File: src/include/aac_pkg.sv
package aac_pkg;

  // ****************************************
  // Register pointer codes
  // ****************************************
  localparam logic [2:0] AAC_PTR_RESULT   = 3'h0;
  localparam logic [2:0] AAC_PTR_STATUS   = 3'h1;
  localparam logic [2:0] AAC_PTR_CONTROL  = 3'h2;
  localparam logic [2:0] AAC_PTR_UNDER    = 3'h3;
  localparam logic [2:0] AAC_PTR_OVER     = 3'h4;
  localparam logic [2:0] AAC_PTR_HYST     = 3'h5;
  localparam logic [2:0] AAC_PTR_MINIMUM  = 3'h6;

  // ****************************************
  // Field layout
  // ****************************************
  localparam int AAC_DATA_W      = 12;
  localparam int AAC_CYC_HI      = 7;
  localparam int AAC_CYC_LO      = 5;
  localparam int AAC_HOLD_BIT    = 4;
  localparam int AAC_FLAGEN_BIT  = 3;
  localparam int AAC_PINEN_BIT   = 2;
  localparam int AAC_POL_BIT     = 0;
  localparam int AAC_OVER_BIT    = 1;
  localparam int AAC_UNDER_BIT   = 0;
  localparam int AAC_ALERT_BIT   = 15;

  // Writable bits of the control byte; bit 1 is reserved
  localparam logic [7:0]  AAC_CTRL_MASK  = 8'hfd;

  // ****************************************
  // Reset values
  // ****************************************
  localparam logic [7:0]  AAC_CTRL_RST   = 8'h00;
  localparam logic [11:0] AAC_UNDER_RST  = 12'h000;
  localparam logic [11:0] AAC_OVER_RST   = 12'hfff;
  localparam logic [11:0] AAC_HYST_RST   = 12'h000;
  localparam logic [11:0] AAC_MIN_RST    = 12'hfff;

  // ****************************************
  // Timing
  // ****************************************
  localparam int AAC_CLK_MHZ       = 50;
  localparam int AAC_TCONV_NS      = 1000;
  localparam int AAC_TCONV_CYCLES  = (AAC_TCONV_NS * AAC_CLK_MHZ) / 1000;
  // Interval multiplier for code 1 is 32 = 1 << 5, doubling per code
  localparam int AAC_MULT_SHIFT0   = 4;

endpackage

File: src/core/aac_cycle_timer.sv
`timescale 1ns/1ps

module aac_cycle_timer
  import aac_pkg::*;
#(
  parameter int unsigned CONV_CYCLES = AAC_TCONV_CYCLES
)
(
  input  wire logic       clk_in,
  input  wire logic       rst_in,
  input  wire logic [2:0] cycle_code_in,
  output logic            conv_start_out
);

  // ****************************************
  // Interval length per code
  // ****************************************
  function automatic logic [31:0] interval_len(input logic [2:0] code);
    logic [31:0] base;
    base = 32'(CONV_CYCLES);
    interval_len = base << (32'(code) + 32'(AAC_MULT_SHIFT0));
  endfunction

  logic [31:0] count;
  logic [31:0] limit;

  assign limit = interval_len(cycle_code_in);

  // Counter restarts while mode is off so the first interval is full
  always_ff @(posedge clk_in or posedge rst_in)
  begin
    if (rst_in)
    begin
      count          <= '0;
      conv_start_out <= 1'b0;
    end
    else if (cycle_code_in == 3'h0)
    begin
      count          <= '0;
      conv_start_out <= 1'b0;
    end
    else if (count >= limit - 32'h1)
    begin
      count          <= '0;
      conv_start_out <= 1'b1;
    end
    else
    begin
      count          <= count + 32'h1;
      conv_start_out <= 1'b0;
    end
  end

endmodule

File: src/core/aac_regs.sv
`timescale 1ns/1ps

// How it works
// - Cycle-time field zero keeps automatic conversions off; reset value is zero.
// - Non-zero code starts periodic conversions at 32..2048 conversion periods.
// - Hold bit clear: alert self-clears once result is back beyond hysteresis.
// - Hold bit set: alert flags clear only by writing one to them.
// - Control bit 3 gates the alert indicator in result word bit 15.
// - Control bit 2 enables the alert pin; disabled pin is released.
// - Control bit 0 picks pin polarity: zero active low, one active high.
// - Reserved bits read zero; writes to them are dropped.
// - Result below under-range limit raises the under-range flag.
// - Result above over-range limit raises the over-range flag.
// - Flag persists until result clears the limit by more than hysteresis.
// - Smaller result replaces the lowest-conversion value; others leave it.
// - Writing all ones to the lowest-conversion register restarts tracking.
// - Lowest value is compared on every conversion without host access.
// - Writing one to a status flag bit clears it; bit1 over, bit0 under.
// - Result bit 15 is OR of both flags when enabled, else zero.
module aac_regs
  import aac_pkg::*;
#(
  parameter int unsigned CONV_CYCLES = AAC_TCONV_CYCLES
)
(
  input  wire logic        clk_in,
  input  wire logic        rst_in,
  input  wire logic [2:0]  reg_ptr_in,
  input  wire logic        reg_wr_in,
  input  wire logic [15:0] reg_wdata_in,
  output logic      [15:0] reg_rdata_out,
  input  wire logic        conv_valid_in,
  input  wire logic [11:0] conv_data_in,
  output logic             conv_start_out,
  output logic             alert_out,
  output logic             alert_oe_out
);

  // ****************************************
  // Storage
  // ****************************************
  logic [7:0]  control_settings;
  logic [11:0] under_range_threshold;
  logic [11:0] over_range_threshold;
  logic [11:0] alert_hysteresis;
  logic [11:0] minimum_result_tracker;
  logic [11:0] last_result;
  logic        over_flag;
  logic        under_flag;

  logic        wr_ctrl;
  logic        wr_under;
  logic        wr_over;
  logic        wr_hyst;
  logic        wr_min;
  logic        wr_stat;
  logic        over_hit;
  logic        under_hit;
  logic        over_release;
  logic        under_release;
  logic        hold;
  logic        flag_any;
  logic [15:0] next_rdata;

  // Strobe and pointer are arguments so each assign tracks them
  function automatic logic hit(input logic       wr,
                               input logic [2:0] ptr,
                               input logic [2:0] p);
    hit = wr && (ptr == p);
  endfunction

  assign wr_ctrl  = hit(reg_wr_in, reg_ptr_in, AAC_PTR_CONTROL);
  assign wr_under = hit(reg_wr_in, reg_ptr_in, AAC_PTR_UNDER);
  assign wr_over  = hit(reg_wr_in, reg_ptr_in, AAC_PTR_OVER);
  assign wr_hyst  = hit(reg_wr_in, reg_ptr_in, AAC_PTR_HYST);
  assign wr_min   = hit(reg_wr_in, reg_ptr_in, AAC_PTR_MINIMUM);
  assign wr_stat  = hit(reg_wr_in, reg_ptr_in, AAC_PTR_STATUS);
  assign hold     = control_settings[AAC_HOLD_BIT];
  assign flag_any = over_flag | under_flag;

  // ****************************************
  // Window comparison
  // ****************************************
  assign over_hit  = conv_valid_in
                     && (conv_data_in > over_range_threshold);
  assign under_hit = conv_valid_in
                     && (conv_data_in < under_range_threshold);
  // 13-bit sums avoid wrap when limit and hysteresis are large
  assign over_release = conv_valid_in && !hold
    && ({1'b0, conv_data_in} + {1'b0, alert_hysteresis}
        < {1'b0, over_range_threshold});
  assign under_release = conv_valid_in && !hold
    && ({1'b0, conv_data_in}
        > {1'b0, under_range_threshold} + {1'b0, alert_hysteresis});

  // ****************************************
  // Host-written registers
  // ****************************************
  always_ff @(posedge clk_in or posedge rst_in)
  begin
    if (rst_in)
    begin
      control_settings      <= AAC_CTRL_RST;
      under_range_threshold <= AAC_UNDER_RST;
      over_range_threshold  <= AAC_OVER_RST;
      alert_hysteresis      <= AAC_HYST_RST;
    end
    else
    begin
      if (wr_ctrl)
        control_settings <= reg_wdata_in[7:0] & AAC_CTRL_MASK;
      if (wr_under)
        under_range_threshold <= reg_wdata_in[AAC_DATA_W-1:0];
      if (wr_over)
        over_range_threshold <= reg_wdata_in[AAC_DATA_W-1:0];
      if (wr_hyst)
        alert_hysteresis <= reg_wdata_in[AAC_DATA_W-1:0];
    end
  end

  // ****************************************
  // Alert flags: a new violation beats a clear
  // ****************************************
  always_ff @(posedge clk_in or posedge rst_in)
  begin
    if (rst_in)
      over_flag <= 1'b0;
    else if (over_hit)
      over_flag <= 1'b1;
    else if (wr_stat && reg_wdata_in[AAC_OVER_BIT])
      over_flag <= 1'b0;
    else if (over_release)
      over_flag <= 1'b0;
  end

  always_ff @(posedge clk_in or posedge rst_in)
  begin
    if (rst_in)
      under_flag <= 1'b0;
    else if (under_hit)
      under_flag <= 1'b1;
    else if (wr_stat && reg_wdata_in[AAC_UNDER_BIT])
      under_flag <= 1'b0;
    else if (under_release)
      under_flag <= 1'b0;
  end

  // ****************************************
  // Result capture and minimum tracking
  // ****************************************
  always_ff @(posedge clk_in or posedge rst_in)
  begin
    if (rst_in)
      last_result <= '0;
    else if (conv_valid_in)
      last_result <= conv_data_in;
  end

  // Host write wins over a same-cycle conversion so a restart sticks
  always_ff @(posedge clk_in or posedge rst_in)
  begin
    if (rst_in)
      minimum_result_tracker <= AAC_MIN_RST;
    else if (wr_min)
      minimum_result_tracker <= reg_wdata_in[AAC_DATA_W-1:0];
    else if (conv_valid_in && conv_data_in < minimum_result_tracker)
      minimum_result_tracker <= conv_data_in;
  end

  // ****************************************
  // Automatic conversion timer
  // ****************************************
  aac_cycle_timer #(
    .CONV_CYCLES (CONV_CYCLES)
  ) u_timer (
    .clk_in         (clk_in),
    .rst_in         (rst_in),
    .cycle_code_in  (control_settings[AAC_CYC_HI:AAC_CYC_LO]),
    .conv_start_out (conv_start_out)
  );

  // ****************************************
  // Read mux, registered
  // ****************************************
  always_comb
  begin
    next_rdata = 16'h0000;
    case (reg_ptr_in)
      AAC_PTR_RESULT:
      begin
        next_rdata[AAC_DATA_W-1:0] = last_result;
        next_rdata[AAC_ALERT_BIT]  = control_settings[AAC_FLAGEN_BIT]
                                     & flag_any;
      end
      AAC_PTR_STATUS:
      begin
        next_rdata[AAC_OVER_BIT]  = over_flag;
        next_rdata[AAC_UNDER_BIT] = under_flag;
      end
      AAC_PTR_CONTROL: next_rdata[7:0] = control_settings;
      AAC_PTR_UNDER:   next_rdata[AAC_DATA_W-1:0] = under_range_threshold;
      AAC_PTR_OVER:    next_rdata[AAC_DATA_W-1:0] = over_range_threshold;
      AAC_PTR_HYST:    next_rdata[AAC_DATA_W-1:0] = alert_hysteresis;
      AAC_PTR_MINIMUM: next_rdata[AAC_DATA_W-1:0] = minimum_result_tracker;
      default:         next_rdata = 16'h0000;
    endcase
  end

  always_ff @(posedge clk_in or posedge rst_in)
  begin
    if (rst_in)
      reg_rdata_out <= 16'h0000;
    else
      reg_rdata_out <= next_rdata;
  end

  // ****************************************
  // Alert pin
  // ****************************************
  always_ff @(posedge clk_in or posedge rst_in)
  begin
    if (rst_in)
    begin
      alert_oe_out <= 1'b0;
      alert_out    <= 1'b1;
    end
    else
    begin
      alert_oe_out <= control_settings[AAC_PINEN_BIT];
      // Active level equals the polarity bit, idle level its inverse
      alert_out    <= ~(flag_any ^ control_settings[AAC_POL_BIT]);
    end
  end
endmodule

File: config.mk
export PLATFORM = sky130hd
export DESIGN_NAME = aac_regs
export DESIGN_NICKNAME = d
export VERILOG_FILES = /design/src/include/aac_pkg.sv /design/src/core/aac_cycle_timer.sv /design/src/core/aac_regs.sv
export SDC_FILE = /design/constraint.sdc
export NUM_CORES = 1
export LEC_CHECK = 0
export ABC_AREA = 1
export BUFFER_PORTS_ARGS = -buffer_cell sky130_fd_sc_hd__buf_2
export CAP_MARGIN = 20
export CORE_MARGIN = 1
export CORE_UTILIZATION = 49
export CTS_CLUSTER_DIAMETER = 60
export CTS_CLUSTER_SIZE = 14
export DETAILED_ROUTE_END_ITERATION = 16
export PLACE_DENSITY = 0.73
export SYNTH_ARGS = -nofsm -noshare
export SYNTH_HDL_FRONTEND = slang
export SYNTH_SLANG_ARGS = --single-unit
File: constraint.sdc
create_clock -name clk_in -period 10.3 [get_ports clk_in]
set_input_delay 2.06 -clock clk_in [delete_from_list [all_inputs] [get_ports clk_in]]
set_output_delay 2.06 -clock clk_in [all_outputs]
set_load 0.01 [all_outputs]
# Word level (Yosys, flattened, before mapping)
# Cells that the tools add are included.
classes:
  magnitude_cmp: 6
  bitwise: 4
  n_eq_ne: 6
  muxes: 16
  shifts: 1
  n_reduce_logical: 20
  n_addsub: 5
ops:
  columns: ["cell", "count"]
  rows:
  - ["32-bit 2-to-1 mux", 2]
  - ["6-bit case mux with 6 select lines", 1]
  - ["32-bit by 1-bit adder with 32-bit output (second input constant)", 1]
  - ["32-bit greater-or-equal comparator", 1]
  - ["6-bit by 32-bit left shift with 32-bit output (first input constant)", 1]
  - ["32-bit by 1-bit subtractor with 32-bit output (second input constant)", 1]
  - ["12-bit by 12-bit adder with 13-bit output", 2]
  - ["12-bit < comparator", 2]
  - ["12-bit 2-to-1 mux", 2]
  - ["4-bit case mux with 5 select lines", 1]
  - ["1-bit logical AND", 14]
  - ["2-bit case mux with 7 select lines", 1]
  - ["12-bit by 13-bit greater-than comparator with 1-bit output", 1]
  - ["13-bit by 12-bit < comparator with 1-bit output", 1]
  - ["12-bit greater-than comparator", 1]
  - ["3-bit == test (second input constant)", 3]
  - ["1-bit 2-to-1 mux", 9]
  - ["3-bit by 2-bit == test with 1-bit output (second input constant)", 2]
  - ["3-bit logical NOT", 2]
  - ["3-bit nonzero test", 2]
  - ["3-bit by 3-bit adder with 4-bit output (second input constant)", 1]
  - ["3-bit by 1-bit == test with 1-bit output (second input constant)", 1]
  - ["2-bit nonzero test", 1]
  - ["1-bit AND", 1]
  - ["4 further kinds", 4]
word_totals:
  ff_bits: 117
  inputBits: 35
  output_inout_bits: 19
  elab_cells: 71

# Logic depth before layout (Yosys ltp)
depth:
  ltp_word: 6
  depth_mapped: 21

# Cells and area by module
# From an unflattened synthesis, not the netlist that was laid out.
hier_totals:
  hier_cells: 1016
  hier_area_um2: 8210.4
by_module_without_submodules:
  columns: ["mod", "cells_each", "area_each_um2", "n_inst", "seq_area_each_um2"]
  rows:
  - ["aac_regs", 747, 6043.3, 1, 2133.3]
  - ["aac_cycle_timer", 269, 2167.1, 1, 825.8]

# Worst setup path after synthesis
# OpenSTA, ideal clock, no wires.
synth_timing:
  path_kind: "input port to flip-flop"
  startpoint: "input conv_data_in[0]"
  endpoint: "register over_flag"
  setup_slack_ns: 6.114
  required_ns: 10.184
  arrival_time_ns: 4.069
  path_buffers: 0
  setup_ns: 0.116
  path_stages: 15
  path_cell_list: "ha_1 > fa_1 > nand3_1 > nand2_1 > a21oi_1 > nor2_1 > nor2_1 > xor2_1 > ha_1 > a21oi_1 > o21ai_0 > nor3_1 > nand2_1 > nand2_1 > nand2_1"
synth_between:
  elab_chain_len: 4
  word_cells_on_any_way: 7
synth_lines:
  columns: ["element", "line", "source"]
  rows:
  - ["start: declaration", "aac_regs.sv:33", "input wire logic [11:0] conv_data_in,"]
  - ["12-bit by 12-bit adder with 13-bit output", "aac_regs.sv:90", "&& ({1'b0, conv_data_in} + {1'b0, alert_hysteresis}"]
  - ["13-bit by 12-bit < comparator with 1-bit output", "aac_regs.sv:91", "< {1'b0, over_range_threshold});"]
  - ["1-bit logical AND", "aac_regs.sv:90", null]
  - ["3-bit nonzero test (no line)", null, null]
  - ["end signal: assignment", "aac_regs.sv:127", "over_flag <= 1'b0;"]
  - ["end signal: assignment", "aac_regs.sv:129", "over_flag <= 1'b1;"]
  - ["end signal: assignment", "aac_regs.sv:131", "over_flag <= 1'b0;"]
  - ["end: declaration", "aac_regs.sv:48", "logic over_flag;"]
# Parallel ways exist; a longest one is shown, timed or not.
# A chain may end at the register's enable or synchronous reset.

# Final worst setup path
# Ends and elaborated chain as after synthesis.

==> impl_results.md <==
* Status: completed
* Final setup skew at 0.00587 ns
* First-pass GRT wire length at 39500 µm
* # port buffers at 46
* CTS tree: done
* Die area at 19300 µm²
* Slowest stage cell, crit path: fa_1
* Layout cells sized above 1 at 14.0%
* Cells after synthesis at 1208
* DIE HEIGHT at 139 µm
* CTS Sinks at 117
* Flops & latches, synth at 117
* Worst path arrival time at 4.52 ns
* Power per cell area at 194 nW/µm²
* Area growth, synth to finish at 12.1%
* Antenna violations before repair at 0
* Worst stage delay on the critical path at 0.40 ns
* Iteration count of the initial detailed-routing pass at 8
* Kind of critical path: input port to flip-flop
* Sequential area share after synthesis at 32.2%
* Clk slew on worst S/H paths at 0.05 ns
* Post-synth EDFFs at 0
* Clk buf depth at 2
* Root Buffer: clkbuf_16
* Final Slew Violations at 0
* Most frequent cell after synthesis: nand2_1
* Cts repair resizes at 0
* Share of Yosys cell area claimed by the top area cell type at 25.0%
* Synth top area cells: dfrtp_1 25%, ha_1 16%, nand2_1 12%
* Final #Nets at 1417
* Tmin final at 4.21 ns
* Total grt overflow at 0
* Worst setup EP type: flip-flop
* VDD IR max at 0.119 mV
* Post-CTS Setup Inserts at 0
* CTS buffer count at 17
* Most frequent CP cell: nand2_1
* Fmax at 238 MHz
* Initial core utilization at 50.7%
* CP top delay family: adder cells
* CTS H-tree depth at 4
* Critical-path cell list: buf_2 -> ha_1 -> fa_1 -> nand3_1 -> nand2_1 -> a21oi_1 -> nor2_1 -> nor2_1 -> xor2_1 -> ha_1 -> a21oi_1 -> o21ai_0 -> nor3_1 -> nand2_1 -> nand2_1 -> nand2_1
* Via-per-instance ratio at 5.50
* Post-synth ARST share at 100%
* Synth cell types at 50
* Final WL at 24200 µm
* Ant. Diodes at 0
* Synth Flop Type: dfrtp_1
* Yosys warns at 0
* Final ANT Viol Nets at 0
* Max cap viols at 0
* Leakage Power at 5.22 nW
* Setup TNS Final at 0 ns
* FILL cells at 1680
* Via count at 8274
* Critical path required time at 10.62 ns
* Smallest hold slack at 0.420 ns
* Core box area at 18100 µm²
* DRC at 0
* Gr usage total at 26.2%
* Hpwl dp at 18300 µm
* Area of the multi-input gates at 5560 µm²
* Register area at 2960 µm²
* Final Setup Violations at 0
* Number of global-route vias before repair at 7800
* Std cell rows at 49
* Mapped cell area at 9190 µm²
* CP bufs+invs at 1
* Most instantiated cells after synthesis: 294 x nand2_1, 141 x inv_1, 118 x ha_1
* Worst setup SP type: input port
* DR WL/cell at 16.1 µm
* Max FO, Critical Path at 4
* GPL Wtd Cong at 0.903
* Die width at 139 µm
* Pin slew with the least headroom to its limit at 0.874 ns
* Hold Vio Cnt, Final at 0
* RSZ-0062 raised after global routing: no
* CTS Hold Buffers Added at 0
* Pin count of the biggest net entering global routing at 67
* Skew-Pair Late Insertion Delay at 0.43 ns
* DRC violation total after the first TritonRoute iteration at 678
* # IOs at 54
* Final worst-path cycle share at 40.8%
* Worst rel slew slack at 41.7%
* Cell taking the most area after synthesis: dfrtp_1
* Avg Cell Area, Syn at 7.61 µm²
* Worst min path class: flip-flop to flip-flop
-- cell usage in the layout, fill, tap and decap left out, types with 6 or more instances in the layout --
master / n
a211oi_1: 6
a21o_1: 6
a21oi_1: 60
buf_2: 46
clkbuf_16: 17
clkinvlp_4: 6
conb_1: 18
dfrtp_1: 92
dfstp_2: 25
ha_1: 118
inv_1: 140
inv_2: 11
nand2_1: 294
nand3_1: 84
nand4_1: 13
nor2_1: 74
nor2_2: 32
nor3_1: 14
nor3_2: 7
o211ai_1: 10
o21ai_0: 70
o21ai_1: 21
o221ai_1: 8
o22ai_1: 9
xnor2_1: 8
xor2_1: 22
-- cells by family after synthesis --
logic type                 after synthesis  synth area share, %
AOI/OAI and AO/OA                      213                 13.3
other                                    2               0.0817
muxes                                    2                0.231
xor gates and xnor gates                30                 2.86
and+or+nand+nor                        542                 26.8
buffers and inverters                  182                 8.02
adders and majority gates              120                 16.5
DFF                                    117                 32.2
-- worst reg2reg max path: cells and delay by family, from the launching register on --
kind            cells  cell delay (ns)
compound gates      3             0.48
xor+xnor            1             0.17
fa+ha+maj           2             0.58
buf+inv             3             0.57
flops               1             0.46
simple gates        8             1.20
-- state kept, by name, indices dropped and copies added (netlist names) --
name                    count
over_flag                   1
alert_out                   1
over_range_threshold       12
minimum_result_tracker     12
under_flag                  1
alert_oe_out                1
u_timer.conv_start_out      1
u_timer.count              32
under_range_threshold      12
control_settings            7
reg_rdata_out              13
alert_hysteresis           12
last_result                12
-- metal layers --
layer  GRT usage [%]  share of wire [%]
met1            33.3                 44
met2            45.0                 49
met3            4.11                4.6
met4            9.06                2.5
met5               0                  0
-- final cells by class --
cell class                      instances  share of cell area (%)
Clock buffer                           20                    4.53
Tap cell                              229                    2.78
Timing Repair Buffer                   49                    2.57
Multi-Input combinational cell        925                    53.9
Clock inverter                         12                    1.94
Sequential cell                       117                    28.7
Inverter                              152                    5.56
-- through the flow --
stage | instance area [µm²] | utilization, % | power [W] | instances | worst slack, ns
3_3_place_gp | 9620 | 53.0 | 0.00131 | 1471 | 5.73
5_1_grt | 10300 | 56.8 | 0.00214 | 1504 | 5.92
2_1_floorplan | 9250 | - | 0.00115 | 1224 | 5.18
6_report | 10300 | 56.8 | 0.00200 | 1504 | 6.09
4_1_cts | 10300 | 56.7 | 0.00200 | 1503 | 6.09
3_5_place_dp | 9620 | 53.0 | 0.00133 | 1471 | 5.66
-- power breakdown --
| part | internal (W) | switching (W) | leakage [nW] |
|---|---|---|---|
| clock | 0.000447 | 0.000221 | 0.307 |
| sequential | 0.000564 | 0.0000699 | 1.46 |
| combinational | 0.000267 | 0.000431 | 3.46 |
| total | 0.00128 | 0.000722 | 5.22 |
-- path summary, 6_finish.rpt --
kind                                       endpoint                start  depth (start not counted)  slack (ns)
max in group asynchronous           last_result[10]               rst_in                          3        7.24
worst min-delay path                   alert_oe_out  control_settings[2]                          0        0.42
worst min register to register         alert_oe_out  control_settings[2]                          0        0.42
worst max-delay path                      over_flag      conv_data_in[0]                         16        6.09
worst max register to register    u_timer.count[16]  control_settings[6]                         17        6.78
min in group asynchronous       control_settings[3]               rst_in                          2        1.72
No activity file was read; power rests on OpenSTA's default activity.
